===== src/core/pcfg_pkg.sv =====
package pcfg_pkg;

  localparam logic [7:0]  PCFG_OFS_ID       = 8'h00;
  localparam logic [7:0]  PCFG_OFS_CMD      = 8'h04;
  localparam logic [7:0]  PCFG_OFS_VENDOR   = 8'h00;
  localparam logic [7:0]  PCFG_OFS_DEVICE   = 8'h02;

  localparam int          PCFG_BIT_IO       = 0;
  localparam int          PCFG_BIT_MEM      = 1;
  localparam int          PCFG_BIT_INIT     = 2;
  localparam int          PCFG_BIT_SPECIAL  = 3;
  localparam int          PCFG_BIT_MWI      = 4;
  localparam int          PCFG_BIT_PALETTE  = 5;
  localparam int          PCFG_BIT_PARITY   = 6;
  localparam int          PCFG_BIT_STEP     = 7;
  localparam int          PCFG_BIT_SERR     = 8;
  localparam int          PCFG_BIT_B2B      = 9;

  localparam logic [15:0] PCFG_CMD_RESET    = 16'h0000;
  localparam logic [15:0] PCFG_CMD_WR_MASK  = 16'h0167;

  localparam logic [3:0]  PCFG_BUSCMD_MEM_WR = 4'h7;
  localparam logic [3:0]  PCFG_BUSCMD_MWI    = 4'hf;

  typedef enum logic [1:0]
  {
    PCFG_ST_IDLE = 2'b01,
    PCFG_ST_RESP = 2'b10
  } pcfg_state_t;

endpackage


===== src/core/pcfg_cmd_if.sv =====
`timescale 1ns/1ps
`default_nettype none

interface pcfg_cmd_if;
  logic        wr_en;
  logic [1:0]  wr_be;
  logic [15:0] wr_data;
  logic [15:0] value;

  modport ctrl
  (
    output wr_en,
    output wr_be,
    output wr_data,
    input  value
  );

  modport store
  (
    input  wr_en,
    input  wr_be,
    input  wr_data,
    output value
  );
endinterface

`default_nettype wire


===== src/core/pcfg_cmd_reg.sv =====
`timescale 1ns/1ps
`default_nettype none

module pcfg_cmd_reg
  import pcfg_pkg::*;
(
  input wire logic  clk,
  input wire logic  rst_sync_n,
  pcfg_cmd_if.store cmd
);

  genvar i;
  generate
    for (i = 0; i < 16; i++)
    begin : g_bit
      if (PCFG_CMD_WR_MASK[i])
      begin : g_rw
        logic bit_q;
        logic next_bit_q;

        always_comb
        begin
          next_bit_q = bit_q;
          if (cmd.wr_en && cmd.wr_be[i / 8])
          begin
            next_bit_q = cmd.wr_data[i];
          end
        end

        always_ff @(posedge clk or negedge rst_sync_n)
        begin
          if (!rst_sync_n)
          begin
            bit_q <= PCFG_CMD_RESET[i];
          end
          else
          begin
            bit_q <= next_bit_q;
          end
        end

        assign cmd.value[i] = bit_q;
      end
      else
      begin : g_ro
        // Hardwired: writes land nowhere
        assign cmd.value[i] = 1'b0;
      end
    end
  endgenerate

endmodule

`default_nettype wire


===== src/core/pcfg_id_cmd.sv =====
// Function
// - Vendor code at offset 00h, writes ignored
// - Device code at offset 02h, read-only
// - Command register at 04h, resets to 0000h
// - Command bits 15..10 read zero
// - No fast back-to-back; bit 9 zero
// - Bit 8 enables system-error output driver
// - Address parity error drives SERR when 8,6 set
// - No address/data stepping; bit 7 zero
// - Bit 6 enables parity error response
// - Bit 5 snoops palette writes, no claim
// - No write-and-invalidate; use memory write
// - No special cycles; bit 3 zero
// - Initiator requests only while bit 2 set
// - Memory cycles claimed only while bit 1
// - I/O cycles claimed only while bit 0
`timescale 1ns/1ps
`default_nettype none

module pcfg_id_cmd
  import pcfg_pkg::*;
#(
  parameter logic [15:0] VENDOR_CODE = 16'h1234, // Arbitrary value
  parameter logic [15:0] DEVICE_CODE = 16'h5678  // Arbitrary value
)
(
  input  wire logic        clk,
  input  wire logic        rst_n,
  input  wire logic        cfg_req,
  input  wire logic        cfg_we,
  input  wire logic [7:0]  cfg_addr,
  input  wire logic [3:0]  cfg_be,
  input  wire logic [31:0] cfg_wdata,
  output logic             cfg_ack,
  output logic      [31:0] cfg_rdata,
  input  wire logic [15:0] status_word,
  input  wire logic        tgt_mem_hit,
  input  wire logic        tgt_io_hit,
  input  wire logic        tgt_palette_wr,
  input  wire logic        tgt_special_hit,
  input  wire logic [31:0] tgt_wdata,
  output logic             mem_claim,
  output logic             io_claim,
  output logic             palette_snoop,
  output logic      [31:0] palette_data,
  input  wire logic        init_req,
  input  wire logic [3:0]  init_cmd,
  output logic             bus_request,
  output logic      [3:0]  bus_cmd,
  input  wire logic        addr_par_err,
  input  wire logic        data_par_err,
  output logic             serr_o,
  output logic             serr_oe_n,
  output logic             perr_o,
  output logic             perr_oe_n,
  output logic             system_error_driver_enable,
  output logic             parity_response_enable,
  output logic             bus_initiator_enable,
  output logic             back_to_back_enable,
  output logic             write_invalidate_enable
);

  // Reset release synchroniser
  logic        rst_meta;
  logic        rst_sync_n;

  always_ff @(posedge clk or negedge rst_n)
  begin
    if (!rst_n)
    begin
      rst_meta   <= 1'b0;
      rst_sync_n <= 1'b0;
    end
    else
    begin
      rst_meta   <= 1'b1;
      rst_sync_n <= rst_meta;
    end
  end

  // Command register storage
  pcfg_cmd_if cmd_bus ();

  pcfg_cmd_reg u_cmd
  (
    .clk        (clk),
    .rst_sync_n (rst_sync_n),
    .cmd        (cmd_bus.store)
  );

  logic [15:0] cmd_val;
  assign cmd_val = cmd_bus.value;

  // Configuration access sequencer
  pcfg_state_t state;
  pcfg_state_t next_state;
  logic [31:0] rdata_q;
  logic [31:0] next_rdata_q;
  logic        take;
  logic        hit_id;
  logic        hit_cmd;

  assign take    = (state == PCFG_ST_IDLE) && cfg_req;
  assign hit_id  = (cfg_addr == PCFG_OFS_ID);
  assign hit_cmd = (cfg_addr == PCFG_OFS_CMD);

  always_comb
  begin
    next_state   = state;
    next_rdata_q = rdata_q;
    case (state)
      PCFG_ST_IDLE:
      begin
        if (cfg_req)
        begin
          next_state   = PCFG_ST_RESP;
          next_rdata_q = 32'h0000_0000;
          if (!cfg_we && hit_id)
          begin
            next_rdata_q = {DEVICE_CODE, VENDOR_CODE};
          end
          else if (!cfg_we && hit_cmd)
          begin
            next_rdata_q = {status_word, cmd_val};
          end
        end
      end
      PCFG_ST_RESP:
      begin
        next_state = PCFG_ST_IDLE;
      end
      default:
      begin
        next_state = PCFG_ST_IDLE;
      end
    endcase
  end

  always_ff @(posedge clk or negedge rst_sync_n)
  begin
    if (!rst_sync_n)
    begin
      state   <= PCFG_ST_IDLE;
      rdata_q <= 32'h0000_0000;
    end
    else
    begin
      state   <= next_state;
      rdata_q <= next_rdata_q;
    end
  end

  assign cfg_ack   = (state == PCFG_ST_RESP);
  assign cfg_rdata = rdata_q;

  // Only the command half of dword 04h is writable here; ID writes vanish
  assign cmd_bus.wr_en   = take && cfg_we && hit_cmd;
  assign cmd_bus.wr_be   = cfg_be[1:0];
  assign cmd_bus.wr_data = cfg_wdata[15:0];

  // Target claim gating
  logic        snoop_now;

  assign snoop_now = tgt_palette_wr && cmd_val[PCFG_BIT_PALETTE];

  // Combinational so the claim meets the decode window
  always_comb
  begin
    mem_claim = tgt_mem_hit && cmd_val[PCFG_BIT_MEM] && !snoop_now;
    io_claim  = tgt_io_hit && cmd_val[PCFG_BIT_IO] && !snoop_now;
    if (tgt_special_hit)
    begin
      mem_claim = 1'b0;
      io_claim  = 1'b0;
    end
  end

  // Palette snoop capture
  logic        snoop_q;
  logic        next_snoop_q;
  logic [31:0] snoop_data_q;
  logic [31:0] next_snoop_data_q;

  always_comb
  begin
    next_snoop_q      = snoop_now;
    next_snoop_data_q = snoop_data_q;
    if (snoop_now)
    begin
      next_snoop_data_q = tgt_wdata;
    end
  end

  always_ff @(posedge clk or negedge rst_sync_n)
  begin
    if (!rst_sync_n)
    begin
      snoop_q      <= 1'b0;
      snoop_data_q <= 32'h0000_0000;
    end
    else
    begin
      snoop_q      <= next_snoop_q;
      snoop_data_q <= next_snoop_data_q;
    end
  end

  assign palette_snoop = snoop_q;
  assign palette_data  = snoop_data_q;

  // Initiator path
  logic        req_q;
  logic        next_req_q;
  logic [3:0]  bcmd_q;
  logic [3:0]  next_bcmd_q;

  always_comb
  begin
    // Clearing the enable drops a pending request at the next clock edge
    next_req_q  = init_req && cmd_val[PCFG_BIT_INIT];
    next_bcmd_q = bcmd_q;
    if (init_req)
    begin
      next_bcmd_q = init_cmd;
      if (init_cmd == PCFG_BUSCMD_MWI)
      begin
        next_bcmd_q = PCFG_BUSCMD_MEM_WR;
      end
    end
  end

  always_ff @(posedge clk or negedge rst_sync_n)
  begin
    if (!rst_sync_n)
    begin
      req_q  <= 1'b0;
      bcmd_q <= 4'h0;
    end
    else
    begin
      req_q  <= next_req_q;
      bcmd_q <= next_bcmd_q;
    end
  end

  assign bus_request = req_q;
  assign bus_cmd     = bcmd_q;

  // Parity error signalling
  logic        serr_q;
  logic        next_serr_q;
  logic        perr_q;
  logic        next_perr_q;
  logic        perr_rel_q;
  logic        next_perr_rel_q;

  always_comb
  begin
    next_serr_q = addr_par_err
                && cmd_val[PCFG_BIT_SERR]
                && cmd_val[PCFG_BIT_PARITY];
    next_perr_q = data_par_err && cmd_val[PCFG_BIT_PARITY];
    // PERR is driven high one cycle before release
    next_perr_rel_q = perr_q && !next_perr_q;
  end

  always_ff @(posedge clk or negedge rst_sync_n)
  begin
    if (!rst_sync_n)
    begin
      serr_q     <= 1'b0;
      perr_q     <= 1'b0;
      perr_rel_q <= 1'b0;
    end
    else
    begin
      serr_q     <= next_serr_q;
      perr_q     <= next_perr_q;
      perr_rel_q <= next_perr_rel_q;
    end
  end

  // SERR is open drain and only ever pulls low; PERR is driven high for one cycle before release
  assign serr_o    = 1'b0;
  assign serr_oe_n = !serr_q;
  assign perr_o    = !perr_q;
  assign perr_oe_n = !(perr_q || perr_rel_q);

  // Enable views for the rest of the interface
  assign system_error_driver_enable = cmd_val[PCFG_BIT_SERR];
  assign parity_response_enable     = cmd_val[PCFG_BIT_PARITY];
  assign bus_initiator_enable       = cmd_val[PCFG_BIT_INIT];
  assign back_to_back_enable        = cmd_val[PCFG_BIT_B2B];
  assign write_invalidate_enable    = cmd_val[PCFG_BIT_MWI];

endmodule

`default_nettype wire


===== config.mk =====
export PLATFORM = sky130hd
export DESIGN_NAME = pcfg_id_cmd
export DESIGN_NICKNAME = d
export VERILOG_FILES = /design/src/core/pcfg_pkg.sv /design/src/core/pcfg_cmd_if.sv /design/src/core/pcfg_cmd_reg.sv /design/src/core/pcfg_id_cmd.sv
export SDC_FILE = /design/constraint.sdc
export NUM_CORES = 1
export LEC_CHECK = 0
export ABC_AREA = 1
export BUFFER_PORTS_ARGS = -buffer_cell sky130_fd_sc_hd__buf_2
export CORE_AREA = 8 8 93 95
export CTS_BUF_LIST = sky130_fd_sc_hd__clkbuf_4
export DETAILED_ROUTE_END_ITERATION = 16
export DIE_AREA = 0 0 101 103
export PLACE_DENSITY_LB_ADDON = 0.08
export SLEW_MARGIN = 20
export SYNTH_ARGS = -nofsm -noshare
export SYNTH_HDL_FRONTEND = slang
export SYNTH_SLANG_ARGS = --single-unit

===== constraint.sdc =====
create_clock -name clk -period 5.5 [get_ports clk]
set_input_delay 0.275 -clock clk [delete_from_list [all_inputs] [get_ports clk]]
set_output_delay 0.275 -clock clk [all_outputs]
set_load 0.005 [all_outputs]

Yosys cells after proc, flatten, opt, wreduce, memory -nomap -nowiden
Index checks and enable logic that the tools add are counted.
{ "word_totals": {"word_cells": 55, "input_bits": 107, "reg_bits": 83, "output_inout_bits": 82} }
{ "op_classes": {"eq_ne": 5, "reduce_logical": 26, "mux": 7} }
{ "ops": {"columns": ["op", "count"], "rows": [
  ["two-way mux 32 bit", 2],
  ["logical AND 1 bit", 17],
  ["equality test 8 x 3 -> 1 bit (second input constant)", 1],
  ["logical NOT 8 bit", 1],
  ["logical NOT 1 bit", 6],
  ["equality test 4 bit (second input constant)", 1],
  ["two-way mux 2 bit", 2],
  ["two-way mux 4 bit", 1],
  ["equality test 2 x 1 -> 1 bit (second input constant)", 1],
  ["equality test 2 bit (second input constant)", 1],
  ["two-way mux 1 bit", 2],
  ["inequality test 2 bit (second input constant)", 1],
  ["AND reduction 2 bit", 1],
  ["logical OR 1 bit", 1]
]} }

Logic depth before layout (Yosys ltp)
{ "depth": {"depth_word": 5, "mapped_depth": 7, "mapped_depth_nobuf": 7} }

Modules after synthesis
A second synthesis with hierarchy kept.
{ "hier_totals": {"cells_unflattened": 376, "hier_area_um2": 3522.1} }
{ "modules_own_cells": {"columns": ["mod", "seq_area_each_um2", "cells_per_inst", "area_each_um2", "n_inst"], "rows": [
  ["pcfg_id_cmd", 1928.1, 332, 3155.5, 1],
  ["pcfg_cmd_reg", 150.1, 44, 366.6, 1]
]} }

Least setup slack after synthesis
Ideal clock, no wire load.
{ "synth_path": {"kind": "reg2reg", "startpoint": "reg state[0]", "endpoint": "reg u_cmd.g_bit[6].g_rw.bit_q", "n_path_buf": 0, "t_arrival_ns": 1.038, "stages_incl_launch_ff": 6, "period_less_slack_ns": 1.155, "setup_ns": 0.117, "slack_ns": 4.345, "t_required_ns": 5.383, "cell_sequence": "dfstp_2 nand3_4 nor2_4 nand3_4 nand2_1 nand2_1"} }
{ "synth_via": {"elab_chain_cells": 5} }
{ "synth_rtl": {"columns": ["element", "line_no", "source"], "rows": [
  ["start: declaration", "pcfg_id_cmd.sv:95", "pcfg_state_t state;"],
  ["start signal: assignment", "pcfg_id_cmd.sv:148", "state <= next_state;"],
  ["equality test 2 x 1 -> 1 bit", "pcfg_id_cmd.sv:103", "assign take = (state == PCFG_ST_IDLE) && cfg_req;"],
  ["logical AND 1 bit", "pcfg_id_cmd.sv:103", null],
  ["logical AND 1 bit (2 in a row)", "pcfg_id_cmd.sv:157", "assign cmd_bus.wr_en = take && cfg_we && hit_cmd;"],
  ["logical AND 1 bit", "pcfg_cmd_reg.sv:24", "if (cmd.wr_en && cmd.wr_be[i / 8])"],
  ["end signal: assignment", "pcfg_cmd_reg.sv:34", "bit_q <= PCFG_CMD_RESET[i];"],
  ["end signal: assignment", "pcfg_cmd_reg.sv:38", "bit_q <= next_bit_q;"],
  ["end: declaration", "pcfg_cmd_reg.sv:18", "logic bit_q;"]
]} }
No other way between the ends.
A chain may end at the register's enable or synchronous reset.

Worst setup path in the final report
{ "layout_path": {"startpoint": "reg u_cmd.g_bit[5].g_rw.bit_q", "endpoint": "reg snoop_data_q[22] (netlist: palette_data[22])"} }
{ "layout_via": {"elab_chain_cells": 1} }
{ "layout_rtl": {"columns": ["element", "line_no", "source"], "rows": [
  ["start: declaration", "pcfg_cmd_reg.sv:18", null],
  ["start signal: assignment", "pcfg_cmd_reg.sv:34", null],
  ["start signal: assignment", "pcfg_cmd_reg.sv:38", null],
  ["logical AND 1 bit", "pcfg_id_cmd.sv:164", "assign snoop_now = tgt_palette_wr && cmd_val[PCFG_BIT_PALETTE];"],
  ["end signal: assignment", "pcfg_id_cmd.sv:204", "snoop_data_q <= next_snoop_data_q;"],
  ["end: declaration", "pcfg_id_cmd.sv:181", "logic [31:0] snoop_data_q;"]
]} }
No other way between the ends.

==> metrics.csv <==
metric,value,unit
crit path max fanout,35,
Std-Cell Rows,31,
CP Capture Point,palette_data[22],
cts bufs inserted,9,
# IOs,189,
WL/cell,14.0,um
Worst EP required,5.84,ns
Worst R2R Path Depth,4,
highest-delay cell along the critical path,inv_1,
CP cell instances,nand2_2 > inv_1 > nand2_1 > nand2_1,
Ys Warns,0,
Initial DRT Pass Iterations,5,
clock skew,0.0145,ns
ant diodes,0,
Port Buffers,150,
Cell variety after synth,24,
launching point of the worst reg2reg path,u_cmd.g_bit[5].g_rw.bit_q,
unrepaired setup endpoints after global routing,no,
DR vias,2667,
CP peak stage delay,0.92,ns
CP Capture Type,flop,
number of synthesized register bits,74,
gate count of the mapped netlist,348,
Slew @ Worst Pin,1.01,ns
Worst-path clk slew,0.12,ns
final hold slack,0.0560,ns
endpoints failing setup,0,
Post-CTS Setup Bufs,0,
vias in the first global route,2587,
DPL Wire Length,5920,um
routability cong.,0.737,
Post-synth EDFFs,0,
endpoints failing hold,0,
Die X,101,um
Clock Tree Buf Depth,2,
peak supply drop,153,uV
post-synthesis sequential area ratio,58.5,%
largest family of logic cells by synthesized area,simple AND/OR/NAND/NOR gates,
CTS root buffer,clkbuf_4,
period utilization,37.0,%
CP dominant cell by count,nand2_1,
Syn Std Cell Area,0.00317,mm^2
Clock Sinks,74,
Global Route Usage Sum,15.8,%
fmax,492,MHz
DRC viols,0,
initial DRC count,95,
worst hold path class,primary input to flop,
CTS tree,yes,
post-CTS sizing,0,
r2r endpoint,palette_data[22],
post-synthesis compound-gate area fraction,0.158,%
Post-synth ARST share,100,%
setup TNS,0,ns
Max Slew Vio Count,0,
crit path kind,flop to flop,
Area growth syn-to-layout,27.2,%
die area,0.0104,mm^2
XOR/XNOR Fraction of Synth Area,0,%
Total Wirelength,8350,um
core area,0.00714,mm^2
antenna violations before repair,0,
leakage,2.53,nW
Power Density,250,mW/mm^2
H-tree Lvls,3,
synthesized-area fraction occupied by adder cells,0,%
minimum clock period,2.03,ns
max_slew headroom,32.4,%
DR vias/cell,4.47,
Initial Utilization,44.4,%
grt total ovfl,0,
Setup crit start kind,flop,
Critical Path AT,2.37,ns
Post-Synth Simple-Gate Area,31.4,%
largest net degree at the start of global routing,73,
worst skew pair latency,0.40,ns
max-cap violation count,0,
first-pass GRT wire length,12800,um
layout cells sized above 1,37.0,%
Antenna Nets Post-Route,0,
multiplexer share of the synthesized area,1.07,%
Chip Height,103,um
final net count,599,
Synth Flop Type,dfrtp_1,
Synth Area per Inst,9.10,um^2
CP Launch Point,u_cmd.g_bit[5].g_rw.bit_q,
status,"finished, final reports clean",
reg2reg setup slack,3.47,ns
what timing repair did:
item,4_1_cts,5_1_grt
hold buffers,1,0
hold endpoints to repair,2,0
endpoints found under the setup margin,0,0
synth_stat cells, types with 2 or more instances:
cell type	instances	area (um^2)
inv_2	4	15.0
nand3_4	2	35.0
buf_2	6	30.0
mux2_2	3	33.8
nand2_2	2	12.5
nor2_1	18	67.6
clkbuf_1	3	11.3
nor2_4	2	22.5
nand4_1	18	113
nand3_1	24	120
buf_4	14	105
dfrtp_1	73	1830
conb_1	2	7.51
nand2_1	148	556
buf_6	3	33.8
inv_1	17	63.8
nor2_2	2	12.5
through the flow:
stage / setup WS [ns] / cells / power (W) / instance area (um^2) / utilization, %
after floorplan: 3.29 / 357 / 0.000642 / 3200 / -
after global placement: 3.49 / 579 / 0.000694 / 3880 / 54.4
after detailed placement: 3.47 / 579 / 0.000696 / 3880 / 54.4
after CTS: 3.42 / 596 / 0.00103 / 4030 / 56.4
after global routing: 3.19 / 596 / 0.00106 / 4030 / 56.4
final: 3.47 / 596 / 0.00101 / 4030 / 56.4
area by class of cell:
class                           count  area (um^2)
Clock buffer                       10         75.1
Fill cell                         716         3110
Tap cell                           99          124
Timing Repair Buffer              151          761
Clock inverter                      6         57.6
Inverter                           21         78.8
Sequential cell                    74         1860
Multi-Input combinational cell    235         1070
worst min path at each step:
stage             startpoint               end  cells after the start  slack, ns
3_3_place_gp           rst_n          rst_meta                      1       0.06
6_report        tgt_wdata[2]   palette_data[2]                      3       0.06
5_1_grt        tgt_wdata[15]  palette_data[15]                      3       0.02
2_1_floorplan          rst_n          rst_meta                      0      -0.02
4_1_cts         tgt_wdata[2]   palette_data[2]                      3       0.02
3_5_place_dp           rst_n          rst_meta                      1       0.06
report_power, final:
group          switching (W)  internal [W]  leakage (nW)   total, W
Sequential         0.0000204      0.000565          1.01   0.000586
Combinational      0.0000520     0.0000460          1.45  0.0000980
Clock               0.000185      0.000140        0.0675   0.000325
Total               0.000257      0.000752          2.53    0.00101
cell families after synthesis:
logic type / Yosys count
and+or+nand+nor: 220
muxes: 3
AOI/OAI and AO/OA: 1
DFF: 74
buffers and inverters: 48
other: 2
metal layers:
| metal | GRT usage [%] | vias up | share of wire, % |
|---|---|---|---|
| li1 | - | 1354 | - |
| met1 | 18.4 | 1210 | 42 |
| met2 | 24.9 | 92 | 47 |
| met3 | 6.82 | 11 | 9.9 |
| met4 | 6.87 | 0 | 1.4 |
| met5 | 0 | - | 0 |
worst max-delay path: cells and delay by family, from the launching register on:
family / cells / cell delay (ns)
simple gates: 3 / 0.62
buf+inv: 1 / 0.92
flops: 1 / 0.40
state kept, by name (all words and copies together), names as in the netlist, 2 cells and up:
| name | count |
|---|---|
| state | 2 |
| u_cmd.g_bit.g_rw.bit_q | 6 |
| bus_cmd | 4 |
| palette_data | 32 |
| cfg_rdata | 23 |
cell usage in the layout (no fill, tap or decap), drive strengths merged:
master,instances
buf,150
nand2,150
dfrtp,73
nand3,27
nor2,23
inv,21
nand4,18
conb,11
clkbuf,10
mux2,3
clkinv,3
clkinvlp,2
and3,1
nand3b,1
o21ai,1
bufinv,1
dlygate4sd3,1
dfstp,1
(Power assumes the default switching activity.)
